[src/dtt_pkg.sv]
// Shared constants, field layouts and enumerations of the debug trace and trigger unit
`default_nettype none
package dtt_pkg;
    // Clock and time base
    localparam int CLK_PERIOD_PS = 8000;
    localparam int TS_RES_PS     = 8333;
    localparam int TS_W          = 48;
    localparam logic [13:0] TS_STEP = 14'(CLK_PERIOD_PS);
    localparam logic [13:0] TS_RES  = 14'(TS_RES_PS);
    localparam int US_NS         = 1000;
    localparam int US_CYC        = (US_NS * 1000 + CLK_PERIOD_PS - 1) / CLK_PERIOD_PS;
    localparam int SUPP_NS       = 10000;
    localparam int SUPP_CYC      = (SUPP_NS * 1000 + CLK_PERIOD_PS - 1) / CLK_PERIOD_PS;
    localparam int EXEC_RES_PS   = 90900;
    // Trace queue and probe memory
    localparam int QDEPTH        = 8;
    localparam logic [3:0] QOVF_LEVEL = 4'h7;
    localparam logic [3:0] QFULL      = 4'h8;
    localparam int MEM_AW        = 10;
    localparam logic [MEM_AW-1:0] MEM_LAST = 10'h3ff;
    localparam int ENTRY_W       = 2 + 32 + 32 + TS_W;
    // Run-time monitor window
    localparam logic [31:0] LRAM_BASE  = 32'h1000_0000;
    localparam logic [31:0] LRAM_LIMIT = 32'h1000_ffff;
    // Register byte offsets
    localparam logic [7:0] OFS_CTRL    = 8'h00;
    localparam logic [7:0] OFS_TCFG    = 8'h04;
    localparam logic [7:0] OFS_PWIDTH  = 8'h08;
    localparam logic [7:0] OFS_STARTUP = 8'h0c;
    localparam logic [7:0] OFS_STATUS  = 8'h10;
    localparam logic [7:0] OFS_TS_LO   = 8'h14;
    localparam logic [7:0] OFS_TS_HI   = 8'h18;
    localparam logic [7:0] OFS_EXEC    = 8'h1c;
    localparam logic [7:0] OFS_MON     = 8'h20;
    // Control fields
    localparam int CTRL_CAP      = 0;
    localparam int CTRL_TS       = 1;
    localparam int CTRL_RUN      = 2;
    localparam int CTRL_POL_LO   = 3;
    localparam int CTRL_PBRK     = 5;
    localparam logic [31:0] CTRL_MASK = 32'h0000_003f;
    // Trigger configuration fields, one byte per input channel, output bits above
    localparam int TCFG_MODE_LO  = 0;
    localparam int TCFG_IN_EN    = 3;
    localparam int TCFG_ACT_STOP = 4;
    localparam int TCFG_STRIDE   = 8;
    localparam int TCFG_OUT_EN   = 16;
    localparam int TCFG_OUT_POL  = 17;
    localparam int TCFG_OSTRIDE  = 2;
    localparam logic [31:0] TCFG_MASK = 32'h000f_1f1f;
    // Status fields
    localparam int ST_REC        = 0;
    localparam int ST_FULL       = 1;
    localparam int ST_OVF        = 2;
    localparam int ST_MONERR     = 3;
    localparam int ST_TSRUN      = 4;
    localparam int ST_CNT_LO     = 8;
    localparam int ST_ADDR_LO    = 16;
    // Reset values
    localparam logic [31:0] RST_PWIDTH = 32'h0001_0001;
    localparam logic [31:0] RST_ZERO   = 32'h0000_0000;

    typedef enum logic [1:0] {
        DTT_KIND_PC  = 2'h0,
        DTT_KIND_IMM = 2'h1,
        DTT_KIND_REG = 2'h2,
        DTT_KIND_OVF = 2'h3
    } dtt_kind_t;

    typedef enum logic [1:0] {
        DTT_POL_RING  = 2'h0,
        DTT_POL_STOP  = 2'h1,
        DTT_POL_BREAK = 2'h2
    } dtt_policy_t;

    typedef enum logic [2:0] {
        DTT_TRG_RISE = 3'h0,
        DTT_TRG_FALL = 3'h1,
        DTT_TRG_BOTH = 3'h2,
        DTT_TRG_LOW  = 3'h3,
        DTT_TRG_HIGH = 3'h4
    } dtt_trg_mode_t;

    // Gray sequence idle -> recording -> full
    typedef enum logic [1:0] {
        DTT_ST_IDLE = 2'b00,
        DTT_ST_REC  = 2'b01,
        DTT_ST_FULL = 2'b11
    } dtt_state_t;
endpackage
`default_nettype wire

[src/dtt_trig_det.sv]
// Edge or level detector for one external trigger input
`timescale 1ns/100ps
`default_nettype none
module dtt_trig_det import dtt_pkg::*; (
    input  wire logic       clk,
    input  wire logic       rst_n,
    input  wire logic       pin,
    input  wire logic       en,
    input  wire logic [2:0] mode,
    output logic            hit
);
    logic prev_q, prev_d, hit_q, hit_d;

    // Compare with last sample; level modes request every cycle they hold
    always_comb begin
        prev_d = pin;
        case (dtt_trg_mode_t'(mode))
            DTT_TRG_RISE: hit_d = pin & ~prev_q;
            DTT_TRG_FALL: hit_d = ~pin & prev_q;
            DTT_TRG_BOTH: hit_d = pin ^ prev_q;
            DTT_TRG_LOW:  hit_d = ~pin;
            DTT_TRG_HIGH: hit_d = pin;
            default:      hit_d = 1'b0;
        endcase
        hit_d = hit_d & en;
    end

    always_ff @(posedge clk or negedge rst_n) begin
        if (!rst_n) begin
            prev_q <= 1'b0;
            hit_q  <= 1'b0;
        end else begin
            prev_q <= prev_d;
            hit_q  <= hit_d;
        end
    end

    assign hit = hit_q;
endmodule
`default_nettype wire

[src/dtt_pulse_gen.sv]
// Trigger output pulse of programmable polarity and width in microsecond ticks
`timescale 1ns/100ps
`default_nettype none
module dtt_pulse_gen import dtt_pkg::*; (
    input  wire logic        clk,
    input  wire logic        rst_n,
    input  wire logic        fire,
    input  wire logic        en,
    input  wire logic        pol,
    input  wire logic [15:0] width,
    output logic             pin_out
);
    localparam logic [6:0] PRE_LAST = 7'(US_CYC - 1);
    logic        act_q, act_d, out_q, out_d;
    logic [6:0]  pre_q, pre_d;
    logic [15:0] wcnt_q, wcnt_d;

    // A zero width is refused so a bad setting never yields an endless pulse
    always_comb begin
        act_d  = act_q;
        pre_d  = pre_q;
        wcnt_d = wcnt_q;
        if (!act_q) begin
            if (fire && en && width != 16'h0000) begin
                act_d  = 1'b1;
                pre_d  = 7'h00;
                wcnt_d = width;
            end
        end else if (pre_q == PRE_LAST) begin
            pre_d  = 7'h00;
            wcnt_d = wcnt_q - 16'h0001;
            if (wcnt_q == 16'h0001) begin
                act_d = 1'b0;
            end
        end else begin
            pre_d = pre_q + 7'h01;
        end
        out_d = act_d ? pol : ~pol;
    end

    always_ff @(posedge clk or negedge rst_n) begin
        if (!rst_n) begin
            act_q  <= 1'b0;
            out_q  <= 1'b0;
            pre_q  <= 7'h00;
            wcnt_q <= 16'h0000;
        end else begin
            act_q  <= act_d;
            out_q  <= out_d;
            pre_q  <= pre_d;
            wcnt_q <= wcnt_d;
        end
    end

    assign pin_out = out_q;
endmodule
`default_nettype wire

[src/dtt_unit.sv]
// Trace capture queue, timestamping, recording policy and external triggers of the probe
//
// Strobed register access and the address map were chosen for this implementation.
`timescale 1ns/100ps
`default_nettype none
// Operation
// - one queue stage per trace record
// - seventh stage full puts overflow record eighth
// - timestamp every record, 8.333 ns, 27 days
// - timestamp at probe receipt time
// - timestamp runs before target may start
// - record from run start until break
// - ring, full-stop or full-break storage policy
// - real-time capture, link never stalled
// - two trigger inputs, two trigger outputs
// - inputs detect rise, fall, both, low, high
// - input breaks, or stops recording when idle
// - break gives output pulse, polarity, width
// - no break detect 10 us after run while trace capture is off
// - block accesses while trace or triggers used
// - target holds 32-bit startup value
// - execution time counts debug link ticks
// - monitor only general local RAM addresses
module dtt_unit import dtt_pkg::*; (
    input  wire logic               clk,
    input  wire logic               rst_n,
    input  wire logic [7:0]         reg_addr,
    input  wire logic [31:0]        reg_wdata,
    input  wire logic               reg_wr,
    input  wire logic               reg_rd,
    output logic      [31:0]        reg_rdata,
    input  wire logic               rec_valid,
    input  wire logic [1:0]         rec_kind,
    input  wire logic [31:0]        rec_pc,
    input  wire logic [31:0]        rec_val,
    input  wire logic               link_tick,
    input  wire logic               target_running,
    input  wire logic               target_break,
    output logic                    run_allow,
    output logic                    periph_break_en,
    output logic      [31:0]        startup_word,
    output logic                    break_req,
    output logic                    trace_stop,
    output logic                    access_block,
    output logic                    mon_req,
    output logic      [31:0]        mon_addr,
    input  wire logic [1:0]         trig_in,
    output logic      [1:0]         trig_out,
    output logic                    mem_valid,
    input  wire logic               mem_ready,
    output logic      [MEM_AW-1:0]  mem_addr,
    output logic      [ENTRY_W-1:0] mem_data
);
    // Register file state
    logic [31:0] ctrl_q, ctrl_d, tcfg_q, tcfg_d, pw_q, pw_d, start_q, start_d;
    logic [31:0] rdata_q, rdata_d, mon_addr_q, mon_addr_d, exec_q, exec_d;
    logic        ovf_q, ovf_d, monerr_q, monerr_d, monreq_q, monreq_d;
    // Control path state
    dtt_state_t  st_q, st_d;
    logic        run_q, brk_q, stop_q, stop_d, brkreq_q, brkreq_d;
    logic [10:0] supp_q, supp_d;
    logic [13:0] acc_q, acc_d;
    logic [TS_W-1:0] ts_q, ts_d;
    logic        tsrun_q;
    // Queue state
    logic [ENTRY_W-1:0] q_mem_q [QDEPTH];
    logic [ENTRY_W-1:0] q_mem_d [QDEPTH];
    logic [2:0]  wp_q, wp_d, rp_q, rp_d;
    logic [3:0]  cnt_q, cnt_d;
    logic        ov_q, ov_d;
    logic [ENTRY_W-1:0] od_q, od_d;
    logic [MEM_AW-1:0]  ma_q, ma_d;

    logic        capture_en, recording, run_rise, brk_rise, brk_det, full_evt;
    logic        push, push_ovf, pop, accept, discard, trig_brk, trig_stop, wr_status;
    logic [1:0]  hit, tin_en, tin_stop, tout_en, tout_pol;
    dtt_policy_t policy;

    assign capture_en = ctrl_q[CTRL_CAP];
    assign policy     = dtt_policy_t'(ctrl_q[CTRL_POL_LO+1:CTRL_POL_LO]);
    assign recording  = (st_q == DTT_ST_REC);
    assign run_rise   = target_running & ~run_q;
    assign brk_rise   = target_break & ~brk_q;
    assign brk_det    = brk_rise & (capture_en | supp_q == 11'h000);
    assign wr_status  = reg_wr && reg_addr == OFS_STATUS;

    // Two trigger inputs and two pulse outputs
    genvar gi;
    generate
        for (gi = 0; gi < 2; gi++) begin : g_trig
            assign tin_en[gi]   = tcfg_q[TCFG_IN_EN + gi*TCFG_STRIDE];
            assign tin_stop[gi] = tcfg_q[TCFG_ACT_STOP + gi*TCFG_STRIDE];
            assign tout_en[gi]  = tcfg_q[TCFG_OUT_EN + gi*TCFG_OSTRIDE];
            assign tout_pol[gi] = tcfg_q[TCFG_OUT_POL + gi*TCFG_OSTRIDE];
            dtt_trig_det u_det (
                .clk   (clk),
                .rst_n (rst_n),
                .pin   (trig_in[gi]),
                .en    (tin_en[gi]),
                .mode  (tcfg_q[TCFG_MODE_LO + gi*TCFG_STRIDE +: 3]),
                .hit   (hit[gi])
            );
            dtt_pulse_gen u_pulse (
                .clk     (clk),
                .rst_n   (rst_n),
                .fire    (brk_det),
                .en      (tout_en[gi]),
                .pol     (tout_pol[gi]),
                .width   (pw_q[gi*16 +: 16]),
                .pin_out (trig_out[gi])
            );
        end
    endgenerate

    // Trace capture always breaks; otherwise the per-channel action decides
    assign trig_brk  = |(hit & ({2{capture_en}} | ~tin_stop));
    assign trig_stop = |(hit & {2{~capture_en}} & tin_stop);

    // Register writes, read mux and the software side effects
    always_comb begin
        ctrl_d     = ctrl_q;
        tcfg_d     = tcfg_q;
        pw_d       = pw_q;
        start_d    = start_q;
        mon_addr_d = mon_addr_q;
        monreq_d   = 1'b0;
        monerr_d   = monerr_q & ~(wr_status & reg_wdata[ST_MONERR]);
        ovf_d      = (ovf_q & ~(wr_status & reg_wdata[ST_OVF])) | push_ovf;
        rdata_d    = RST_ZERO;
        exec_d     = run_rise ? RST_ZERO : exec_q + {31'h0, target_running & link_tick};
        if (reg_wr) begin
            case (reg_addr)
                OFS_CTRL:    ctrl_d  = reg_wdata & CTRL_MASK;
                OFS_TCFG:    tcfg_d  = reg_wdata & TCFG_MASK;
                OFS_PWIDTH:  pw_d    = reg_wdata;
                OFS_STARTUP: start_d = reg_wdata;
                OFS_MON: begin
                    // Outside local RAM or while trace or triggers are used: refuse and flag
                    if (reg_wdata >= LRAM_BASE && reg_wdata <= LRAM_LIMIT
                        && !access_block) begin
                        mon_addr_d = reg_wdata;
                        monreq_d   = 1'b1;
                    end else begin
                        monerr_d = 1'b1;
                    end
                end
                default: ;
            endcase
        end
        if (reg_rd) begin
            case (reg_addr)
                OFS_CTRL:    rdata_d = ctrl_q;
                OFS_TCFG:    rdata_d = tcfg_q;
                OFS_PWIDTH:  rdata_d = pw_q;
                OFS_STARTUP: rdata_d = start_q;
                OFS_STATUS: begin
                    rdata_d[ST_REC]    = recording;
                    rdata_d[ST_FULL]   = (st_q == DTT_ST_FULL);
                    rdata_d[ST_OVF]    = ovf_q;
                    rdata_d[ST_MONERR] = monerr_q;
                    rdata_d[ST_TSRUN]  = tsrun_q;
                    rdata_d[ST_CNT_LO +: 4]       = cnt_q;
                    rdata_d[ST_ADDR_LO +: MEM_AW] = ma_q;
                end
                OFS_TS_LO:   rdata_d = ts_q[31:0];
                OFS_TS_HI:   rdata_d = {16'h0000, ts_q[TS_W-1:32]};
                OFS_EXEC:    rdata_d = exec_q;
                OFS_MON:     rdata_d = mon_addr_q;
                default:     rdata_d = RST_ZERO;
            endcase
        end
    end

    always_ff @(posedge clk or negedge rst_n) begin
        if (!rst_n) begin
            ctrl_q     <= RST_ZERO;
            tcfg_q     <= RST_ZERO;
            pw_q       <= RST_PWIDTH;
            start_q    <= RST_ZERO;
            mon_addr_q <= RST_ZERO;
            monreq_q   <= 1'b0;
            monerr_q   <= 1'b0;
            ovf_q      <= 1'b0;
            rdata_q    <= RST_ZERO;
            exec_q     <= RST_ZERO;
        end else begin
            ctrl_q     <= ctrl_d;
            tcfg_q     <= tcfg_d;
            pw_q       <= pw_d;
            start_q    <= start_d;
            mon_addr_q <= mon_addr_d;
            monreq_q   <= monreq_d;
            monerr_q   <= monerr_d;
            ovf_q      <= ovf_d;
            rdata_q    <= rdata_d;
            exec_q     <= exec_d;
        end
    end

    // Timestamp: add 8 ns per clock, tick once per 8.333 ns accumulated
    always_comb begin
        acc_d = 14'h0000;
        ts_d  = '0;
        if (ctrl_q[CTRL_TS]) begin
            acc_d = acc_q + TS_STEP;
            ts_d  = ts_q;
            if (acc_d >= TS_RES) begin
                acc_d = acc_d - TS_RES;
                ts_d  = ts_q + 48'h1;
            end
        end
    end

    // Recording state, break detection window and trigger-driven stop
    always_comb begin
        st_d     = st_q;
        supp_d   = (supp_q != 11'h000) ? supp_q - 11'h001 : supp_q;
        stop_d   = run_rise ? 1'b0 : (stop_q | trig_stop);
        brkreq_d = trig_brk | (full_evt && policy == DTT_POL_BREAK);
        if (run_rise && !capture_en) begin
            supp_d = 11'(SUPP_CYC);
        end
        case (st_q)
            DTT_ST_IDLE: if (run_rise && capture_en) st_d = DTT_ST_REC;
            DTT_ST_REC: begin
                if (full_evt) begin
                    st_d = DTT_ST_FULL;
                end else if (target_break) begin
                    st_d = DTT_ST_IDLE;
                end
            end
            DTT_ST_FULL: if (run_rise) st_d = capture_en ? DTT_ST_REC : DTT_ST_IDLE;
            default: st_d = DTT_ST_IDLE;
        endcase
    end

    always_ff @(posedge clk or negedge rst_n) begin
        if (!rst_n) begin
            st_q     <= DTT_ST_IDLE;
            run_q    <= 1'b0;
            brk_q    <= 1'b0;
            stop_q   <= 1'b0;
            brkreq_q <= 1'b0;
            supp_q   <= 11'h000;
            acc_q    <= 14'h0000;
            ts_q     <= '0;
            tsrun_q  <= 1'b0;
        end else begin
            st_q     <= st_d;
            run_q    <= target_running;
            brk_q    <= target_break;
            stop_q   <= stop_d;
            brkreq_q <= brkreq_d;
            supp_q   <= supp_d;
            acc_q    <= acc_d;
            ts_q     <= ts_d;
            tsrun_q  <= ctrl_q[CTRL_TS];
        end
    end

    // Queue never pushes back on the link; a full queue loses records instead
    assign push     = rec_valid && recording && cnt_q < QOVF_LEVEL;
    assign push_ovf = rec_valid && recording && cnt_q == QOVF_LEVEL;
    assign pop      = cnt_q != 4'h0 && (!ov_q || accept || discard);
    assign discard  = ov_q && st_q == DTT_ST_FULL;
    assign accept   = mem_valid && mem_ready;
    assign full_evt = accept && ma_q == MEM_LAST && policy != DTT_POL_RING;

    always_comb begin
        q_mem_d = q_mem_q;
        wp_d    = wp_q;
        rp_d    = rp_q;
        cnt_d   = cnt_q;
        ov_d    = ov_q;
        od_d    = od_q;
        ma_d    = ma_q;
        if (push || push_ovf) begin
            // Whole record plus receive time in a single stage
            q_mem_d[wp_q] = push ? {rec_kind, rec_pc, rec_val, ts_q}
                                 : {DTT_KIND_OVF, 32'h0, 32'h0, ts_q};
            wp_d  = wp_q + 3'h1;
            cnt_d = cnt_d + 4'h1;
        end
        if (accept || discard) begin
            ov_d = 1'b0;
        end
        if (accept) begin
            ma_d = ma_q + 10'h001;
        end
        if (pop) begin
            od_d  = q_mem_q[rp_q];
            ov_d  = 1'b1;
            rp_d  = rp_q + 3'h1;
            cnt_d = cnt_d - 4'h1;
        end
        if (run_rise && st_q == DTT_ST_FULL) begin
            ma_d = '0;
        end
    end

    always_ff @(posedge clk or negedge rst_n) begin
        if (!rst_n) begin
            for (int i = 0; i < QDEPTH; i++) begin
                q_mem_q[i] <= '0;
            end
            wp_q  <= 3'h0;
            rp_q  <= 3'h0;
            cnt_q <= 4'h0;
            ov_q  <= 1'b0;
            od_q  <= '0;
            ma_q  <= '0;
        end else begin
            q_mem_q <= q_mem_d;
            wp_q    <= wp_d;
            rp_q    <= rp_d;
            cnt_q   <= cnt_d;
            ov_q    <= ov_d;
            od_q    <= od_d;
            ma_q    <= ma_d;
        end
    end

    // Outputs
    assign mem_valid       = ov_q && st_q != DTT_ST_FULL;
    assign mem_addr        = ma_q;
    assign mem_data        = od_q;
    assign reg_rdata       = rdata_q;
    assign run_allow       = ctrl_q[CTRL_RUN] & ctrl_q[CTRL_TS] & tsrun_q;
    assign periph_break_en = ctrl_q[CTRL_PBRK];
    assign startup_word    = start_q;
    assign break_req       = brkreq_q;
    assign trace_stop      = stop_q;
    assign access_block    = capture_en | (|tin_en) | (|tout_en);
    assign mon_req         = monreq_q;
    assign mon_addr        = mon_addr_q;
endmodule
`default_nettype wire

[config.mk]
export PLATFORM = sky130hd
export DESIGN_NAME = dtt_unit
export DESIGN_NICKNAME = d
export VERILOG_FILES = /design/src/dtt_pkg.sv /design/src/dtt_trig_det.sv /design/src/dtt_pulse_gen.sv /design/src/dtt_unit.sv
export SDC_FILE = /design/constraint.sdc
export NUM_CORES = 2
export LEC_CHECK = 0
export BUFFER_PORTS_ARGS = -buffer_cell sky130_fd_sc_hd__buf_2
export CAP_MARGIN = 20
export CORE_ASPECT_RATIO = 0.6
export CORE_UTILIZATION = 35
export CTS_CLUSTER_DIAMETER = 150
export CTS_CLUSTER_SIZE = 40
export DETAILED_ROUTE_END_ITERATION = 10
export PLACE_DENSITY = 0.59
export SYNTH_ARGS = -nofsm -noshare
export SYNTH_HDL_FRONTEND = slang
export SYNTH_SLANG_ARGS = --single-unit
[constraint.sdc]
create_clock -name clk -period 6.75 [get_ports clk]
set_input_delay 0.3375 -clock clk [delete_from_list [all_inputs] [get_ports clk]]
set_output_delay 0.3375 -clock clk [all_outputs]
set_load 0.05 [all_outputs]
==> Word level (Yosys, flattened, before mapping) <==
Cells that the tools add are included.
{ "word_totals": {"register_bits": 1364, "in_bits": 117, "out_inout_bits": 229, "word_cells": 259} }
{ "op_classes": {"n_addsub": 14, "order_cmp": 7, "eq_ne": 32, "mux": 64, "n_bitwise": 42, "reduce_logical": 55} }
{ "ops": {"columns": ["op", "n"], "rows": [
  ["$bwmux W912", 1],
  ["$mux W114", 4],
  ["$bmux W114 S3", 1],
  ["$demux W114 S3", 1],
  ["$mux W16", 6],
  ["$mux W48", 2],
  ["$pmux W10 S7", 1],
  ["$mux W32", 2],
  ["$add A48 B1 Y48 const B", 1],
  ["$pmux W5 S9", 1],
  ["$mux W7", 6],
  ["$add A32 B1 Y32", 1],
  ["$eq A16 B1 Y1 const B", 2],
  ["$eq A8 B5 Y1 const B", 4],
  ["$ge A32 B29 Y1 const B", 1],
  ["$le A32 B29 Y1 const B", 1],
  ["$pmux W4 S8", 1],
  ["$reduce_bool A16 Y1", 2],
  ["$sub A16 B1 Y16 const B", 2],
  ["$pmux W6 S5", 1],
  ["$mux W14", 2],
  ["$pmux W4 S7", 1],
  ["$mux W11", 2],
  ["$logic_and A1 B1 Y1", 21],
  ["53 further kinds", 147]
]} }

==> Logic depth before layout (Yosys ltp) <==
{ "depth": {"ltp_word": 8, "depth_mapped": 11, "mapped_depth_nobuf": 9} }

==> By module <==
A second synthesis with hierarchy kept.
{ "unflattened": {"cells_unflattened": 5177, "hier_area_um2": 60332.9} }
{ "by_module_without_submodules": {"columns": ["mod", "n_inst", "cells_each", "area_per_inst_um2", "seq_area_each_um2"], "rows": [
  ["dtt_unit", 1, 4817, 56907.1, 32783.9],
  ["dtt_pulse_gen", 2, 168, 1574.0, 625.6],
  ["dtt_trig_det", 2, 12, 138.9, 50.0]
]} }

==> Worst setup path after synthesis <==
OpenSTA, ideal clock, no wires.
{ "synth_timing": {"path_type": "reg2reg", "startpoint": "register acc_q[0]", "endpoint": "register ts_q[43]", "setup_time_ns": 0.078, "t_arrival_ns": 2.277, "slack_ns": 4.395, "path_stages_with_launch": 11, "path_buffers": 2, "period_less_slack_ns": 2.355, "path_cell_list": "dfrtp_1 -> inv_1 -> ha_1 -> and3b_1 -> o22ai_1 -> and4_1 -> clkbuf_1 -> a2111o_1 -> buf_2 -> or3_1 -> a21oi_1"} }
{ "synth_between": {"elab_chain_cells": 3} }
{ "synth_rtl": {"columns": ["item", "line", "source"], "rows": [
  ["start: declaration", "dtt_unit.sv:62", "logic [13:0] acc_q, acc_d;"],
  ["start signal: assignment", "dtt_unit.sv:245", "acc_q <= 14'h0000;"],
  ["start signal: assignment", "dtt_unit.sv:255", "acc_q <= acc_d;"],
  ["$add A14 B13 Y14", "dtt_unit.sv:205", "acc_d = acc_q + TS_STEP;"],
  ["$ge A14 B14 Y1", "dtt_unit.sv:207", "if (acc_d >= TS_RES) begin"],
  ["$ne A2 B1 Y1 (no line)", null, null],
  ["end signal: assignment", "dtt_unit.sv:256", "ts_q <= ts_d;"],
  ["end: declaration", "dtt_unit.sv:63", "logic [TS_W-1:0] ts_q, ts_d;"]
]} }
Every way passes these cells.
A chain may end at the register's enable or synchronous reset.

==> Worst setup path in the final report <==
{ "layout_timing": {"startpoint": "register st_q[1]", "endpoint": "register q_mem_q[692] (netlist bit)"} }
{ "layout_between": {"elab_chain_cells": 4, "elab_cells_between_ends": 5, "classes_between": "eq/ne: 1; reduce/logical: 4"} }
{ "layout_rtl": {"columns": ["item", "line", "source"], "rows": [
  ["start: declaration", "dtt_unit.sv:59", "dtt_state_t st_q, st_d;"],
  ["start signal: assignment", "dtt_unit.sv:249", "st_q <= st_d;"],
  ["$eq A2 B1 Y1 *", "dtt_unit.sv:81", "assign recording = (st_q == DTT_ST_REC);"],
  ["$logic_and A1 B1 Y1 *", "dtt_unit.sv:262, dtt_unit.sv:263", null],
  ["$logic_and A1 B1 Y1, on equally long branches", "dtt_unit.sv:262, dtt_unit.sv:263", null],
  ["$logic_or A1 B1 Y1 *", "dtt_unit.sv:277", "if (push || push_ovf) begin"],
  ["end signal: assignment", "dtt_unit.sv:313", "q_mem_q <= q_mem_d;"],
  ["end: declaration", "dtt_unit.sv:66", "logic [ENTRY_W-1:0] q_mem_q [QDEPTH];"]
]} }
Mark *: on every way between the ends. The rest lies on a longest branch, timed or not.

==> impl_metrics.prom <==
# TYPE chip_impl_metric gauge
chip_impl_metric{name="timing.fmax",unit="MHz"} 269
chip_impl_metric{name="cpPeakStageDelay",unit="ns"} 0.96
chip_impl_metric{name="num_rows",unit=""} 117
chip_impl_metric{name="sw_frac_of_total",unit=""} 0.297
chip_impl_metric{name="syn_avg_cell_area",unit="µm²"} 11.8
chip_impl_info{name="min_to",value="q_mem_q[747]"} 1
chip_impl_metric{name="reg2reg_depth",unit=""} 5
chip_impl_info{name="mostFrequentLayoutCell",value="dfrtp_1"} 1
chip_impl_info{name="path_delay_family",value="simple AND/OR/NAND/NOR gates"} 1
chip_impl_metric{name="grt_pass1_wl",unit="mm"} 252
chip_impl_metric{name="grt.overflow.total",unit=""} 0
chip_impl_metric{name="dpl-instance-area",unit="µm²"} 64200
chip_impl_metric{name="synth.mux.area_fraction",unit=""} 0.199
chip_impl_info{name="critical_path_slowest_stage_cell",value="nand3_4"} 1
chip_impl_metric{name="total_via_count_after_detailed_routing",unit=""} 39900
chip_impl_metric{name="ff2ff_setup_slack",unit="ns"} 3.04
chip_impl_metric{name="total_power",unit="mW"} 14.8
chip_impl_metric{name="ctsHtreeMaxLevel",unit=""} 2
chip_impl_metric{name="initial_utilization",unit=""} 0.354
chip_impl_info{name="setup.worst_path.start_class",value="flip-flop"} 1
chip_impl_metric{name="synth_compound_gate_area_share",unit=""} 0.0916
chip_impl_metric{name="route.final.wire_length",unit="mm"} 163
chip_impl_metric{name="io_buffer_count",unit=""} 345
chip_impl_info{name="timing.setup.critical_path_class",value="flip-flop to flip-flop"} 1
chip_impl_metric{name="grt_antenna_before_repair",unit=""} 4
chip_impl_metric{name="holdPathStages",unit=""} 3
chip_impl_metric{name="cts-buffers-inserted",unit=""} 40
chip_impl_info{name="worst_r2r_endpoint",value="q_mem_q[692]"} 1
chip_impl_metric{name="final_period_util",unit=""} 0.550
chip_impl_info{name="source_of_the_worst_register_to_register_timing_path",value="st_q[1]"} 1
chip_impl_metric{name="detail_route.wl_per_cell",unit="µm"} 21.7
chip_impl_metric{name="comb_power_share",unit=""} 0.168
chip_impl_metric{name="drt.antenna.violating_nets",unit=""} 0
chip_impl_metric{name="synthesis.yosys.warnings",unit=""} 0
chip_impl_info{name="final_cell_mix",value="1359 x dfrtp_1, 882 x nand2_1, 748 x o21ai_0"} 1
chip_impl_metric{name="sequential_cell_fraction_of_total_power",unit=""} 0.583
chip_impl_metric{name="powerDensity",unit="nW/µm²"} 224
chip_impl_metric{name="min_clock_period_post_route",unit="ns"} 3.71
chip_impl_info{name="grt_setup_unrepaired",value="no"} 1
chip_impl_info{name="run_status",value="finished, final reports clean"} 1
chip_impl_info{name="worstSetupEndpointType",value="flip-flop"} 1
chip_impl_info{name="holdCritStartpoint",value="rec_val[15]"} 1
chip_impl_metric{name="power.internal",unit="mW"} 10.4
chip_impl_info{name="postSynth.topFlopCell",value="dfrtp_1"} 1
chip_impl_metric{name="setup_tns",unit="ns"} 0
chip_impl_metric{name="fin_area",unit="µm²"} 65800
chip_impl_metric{name="clkTransAtPathRegs",unit="ns"} 0.15
chip_impl_metric{name="synth-edff-count",unit=""} 0
chip_impl_info{name="tritoncts",value="built"} 1
chip_impl_metric{name="synthesized_area_fraction_occupied_by_and_or_nand_nor_cells",unit=""} 0.0990
chip_impl_metric{name="viasPerCell",unit=""} 5.32
chip_impl_metric{name="dieWidth",unit="µm"} 538
chip_impl_metric{name="synth_cell_types",unit=""} 78
chip_impl_metric{name="fill_cells",unit=""} 16300
chip_impl_metric{name="globalRouteTotalUtil",unit=""} 0.186
chip_impl_metric{name="clkSinkCount",unit=""} 1364
chip_impl_metric{name="cts_post_setup_buffers_inserted",unit=""} 0
chip_impl_metric{name="post-dp-hpwl",unit="mm"} 103
chip_impl_info{name="cp_cell_sequence",value="nand3b_1, nor2_1, nand3_4, buf_12, mux2_2"} 1
chip_impl_metric{name="ys_async_sr_fraction",unit=""} 1.00
chip_impl_metric{name="std_cell_core_area",unit="µm²"} 171000
chip_impl_metric{name="ctsResizeCount",unit=""} 0
chip_impl_metric{name="sequential_cell_area_fraction_in_the_yosys_report",unit=""} 0.565
chip_impl_metric{name="power.leakage",unit="nW"} 29.9
chip_impl_metric{name="drc",unit=""} 0
chip_impl_metric{name="synth.cell_area",unit="µm²"} 60400
chip_impl_metric{name="grt_start_max_net_pins",unit=""} 232
chip_impl_metric{name="worst-path-buf-inv",unit=""} 1
chip_impl_info{name="ctsRootBufferMaster",value="clkbuf_16"} 1
chip_impl_metric{name="ff_latch_count_synth",unit=""} 1364
chip_impl_metric{name="synth_cells",unit=""} 5108
chip_impl_metric{name="place.gp.congestion",unit=""} 0.881
chip_impl_metric{name="transition_time_at_the_pin_with_the_least_slew_margin",unit="ns"} 1.15
chip_impl_metric{name="power.net_switching",unit="mW"} 4.37
chip_impl_metric{name="chipHeight",unit="µm"} 324
chip_impl_metric{name="report.final.setup_viol",unit=""} 0
chip_impl_metric{name="number_of_buffers_inserted_by_hold_repair_at_cts",unit=""} 49
chip_impl_metric{name="timing.clock.skew",unit="ns"} 0.0542
chip_impl_metric{name="mapped_nets",unit=""} 5253
chip_impl_metric{name="path_max_fanout",unit=""} 126
chip_impl_metric{name="num-nets-final",unit=""} 5371
chip_impl_metric{name="drive_above_1_share",unit=""} 0.228
chip_impl_metric{name="post_synth_fa_ha_maj_area_fraction",unit=""} 0.00580
chip_impl_info{name="holdCritPathClass",value="input pin to flip-flop"} 1
chip_impl_metric{name="dieArea",unit="µm²"} 174000
chip_impl_metric{name="slew_violations",unit=""} 0
chip_impl_metric{name="first_global_vias",unit=""} 39800
chip_impl_info{name="largest_family_of_logic_cells_by_synthesized_area",value="multiplexers"} 1
chip_impl_metric{name="drt_iter0_markers",unit=""} 3263
chip_impl_metric{name="critical_path_arrival",unit="ns"} 4.30
chip_impl_metric{name="io-pin-count",unit=""} 346
chip_impl_metric{name="cp_data_required_time",unit="ns"} 7.34
chip_impl_metric{name="cap_viol_max_count",unit=""} 0
chip_impl_metric{name="syn_to_final_growth",unit="%"} 8.97
chip_impl_metric{name="synth-xor-area-share",unit=""} 0.0119
chip_impl_metric{name="drt_first_pass_iters",unit=""} 6
chip_impl_metric{name="clk_latency",unit="ns"} 0.71
chip_impl_metric{name="power.ir.vdd_worst",unit="µV"} 242
chip_impl_metric{name="timing.slew.headroom",unit=""} 0.234
chip_impl_metric{name="ctsLongestPathBuffers",unit=""} 3
chip_impl_metric{name="finalHoldViolations",unit=""} 0
chip_impl_metric{name="clock_power_share",unit=""} 0.249
-- per-layer routing --
| metal | up-vias | global-route usage | part of all wire |
|---|---|---|---|
| met2 | 764 | 0.290 | 0.45 |
| li1 | 18300 | - | - |
| met1 | 20800 | 0.277 | 0.49 |
| met4 | 2 | 0.0286 | 0.012 |
| met5 | - | 0 | 0.000037 |
| met3 | 92 | 0.0289 | 0.050 |
-- synth_stat cells (14+ instances only) --
| cell type | n | area [µm²] |
|---|---|---|
| dfrtp_1 | 1362 | 34100 |
| nand2_1 | 883 | 3310 |
| o21ai_0 | 748 | 3740 |
| mux2_2 | 476 | 5360 |
| clkbuf_1 | 281 | 1050 |
| mux4_2 | 233 | 5250 |
| mux2i_1 | 142 | 1420 |
| nor2_1 | 138 | 518 |
| a21oi_1 | 90 | 450 |
| nand3_1 | 64 | 320 |
| buf_1 | 49 | 184 |
| inv_1 | 48 | 180 |
| xor2_1 | 43 | 377 |
| buf_2 | 42 | 210 |
| nor3_1 | 39 | 195 |
| xnor2_1 | 39 | 342 |
| or3_1 | 31 | 194 |
| ha_1 | 28 | 350 |
| nand4_1 | 28 | 175 |
| and3_1 | 25 | 156 |
| nor2b_1 | 25 | 156 |
| nor4_1 | 25 | 156 |
| a22oi_1 | 22 | 165 |
| a222oi_1 | 18 | 180 |
| a31oi_1 | 18 | 113 |
| or4_1 | 17 | 128 |
| and2_1 | 15 | 93.8 |
| nand2b_1 | 14 | 87.6 |
| o31ai_1 | 14 | 105 |
-- worst max-delay path by stage --
stage	start	endpoint	slack, ns	cells past startpoint
global placement	st_q[1]	q_mem_q[707]	3.14	5
finish	st_q[1]	q_mem_q[692]	3.04	5
CTS	st_q[1]	q_mem_q[688]	3.07	5
global route	st_q[1]	q_mem_q[691]	2.84	5
detailed placement	st_q[1]	q_mem_q[688]	3.08	5
floorplan	acc_q[0]	ts_q[43]	4.40	10
-- through the flow --
stage	utilization	worst slack, ns	cells	hold WS (ns)
4_1_cts	0.386	3.07	7493	0.00264
5_1_grt	0.386	2.84	7496	0.0401
3_3_place_gp	0.376	3.14	7393	0.440
3_5_place_dp	0.376	3.08	7393	0.446
6_report	0.386	3.04	7499	0.0518
2_1_floorplan	-	4.40	5108	0.0419
-- power by group through the flow --
stage               combinational [mW]  clock [mW]  sequential (mW)
CTS                               2.53        3.82             8.61
detailed placement                2.50           0             8.76
floorplan                         1.79           0             8.62
global placement                  2.49           0             8.76
finish                            2.48        3.67             8.61
global route                      2.68        4.06             8.64
-- worst register-to-register path, stage by stage (launching register included) --
cell	delay (ns)
dfrtp_1	0.49
nand3b_1	0.31
nor2_1	0.79
nand3_4	0.96
buf_12	0.65
mux2_2	0.40
-- area by class of cell --
type	instances	area [µm²]	share of cell area
clock buffer	47	1050	0.0159
multi-input combinational	3320	24700	0.375
sequential	1364	34100	0.519
clock inverter	4	53.8	0.000817
antenna	3	7.51	0.000114
tap	2261	2830	0.0430
inverter	48	180	0.00274
timing repair buffer	452	2890	0.0439
-- cell families (layout without fill, tap and decap cells) --
| family | after synthesis | after routing |
|---|---|---|
| flip-flops | 1364 | 1364 |
| XOR/XNOR | 82 | 82 |
| other | 0 | 3 |
| AO/OA/AOI/OAI | 997 | 997 |
| AND/OR/NAND/NOR | 1362 | 1362 |
| multiplexers | 851 | 851 |
| adder cells (fa/ha/maj) | 28 | 28 |
| buffers and inverters | 424 | 551 |
-- registers in the layout, summed over array words and instances, names as in the netlist, 14 cells and up --
| register | cells |
|---|---|
| g_trig.u_pulse.wcnt_q | 32 |
| tcfg_q | 14 |
| q_mem_q | 912 |
| startup_word | 32 |
| exec_q | 32 |
| mem_data | 114 |
| mon_addr | 32 |
| acc_q | 14 |
| g_trig.u_pulse.pre_q | 14 |
| reg_rdata | 32 |
| pw_q | 32 |
| ts_q | 48 |
(Power assumes the default switching activity.)
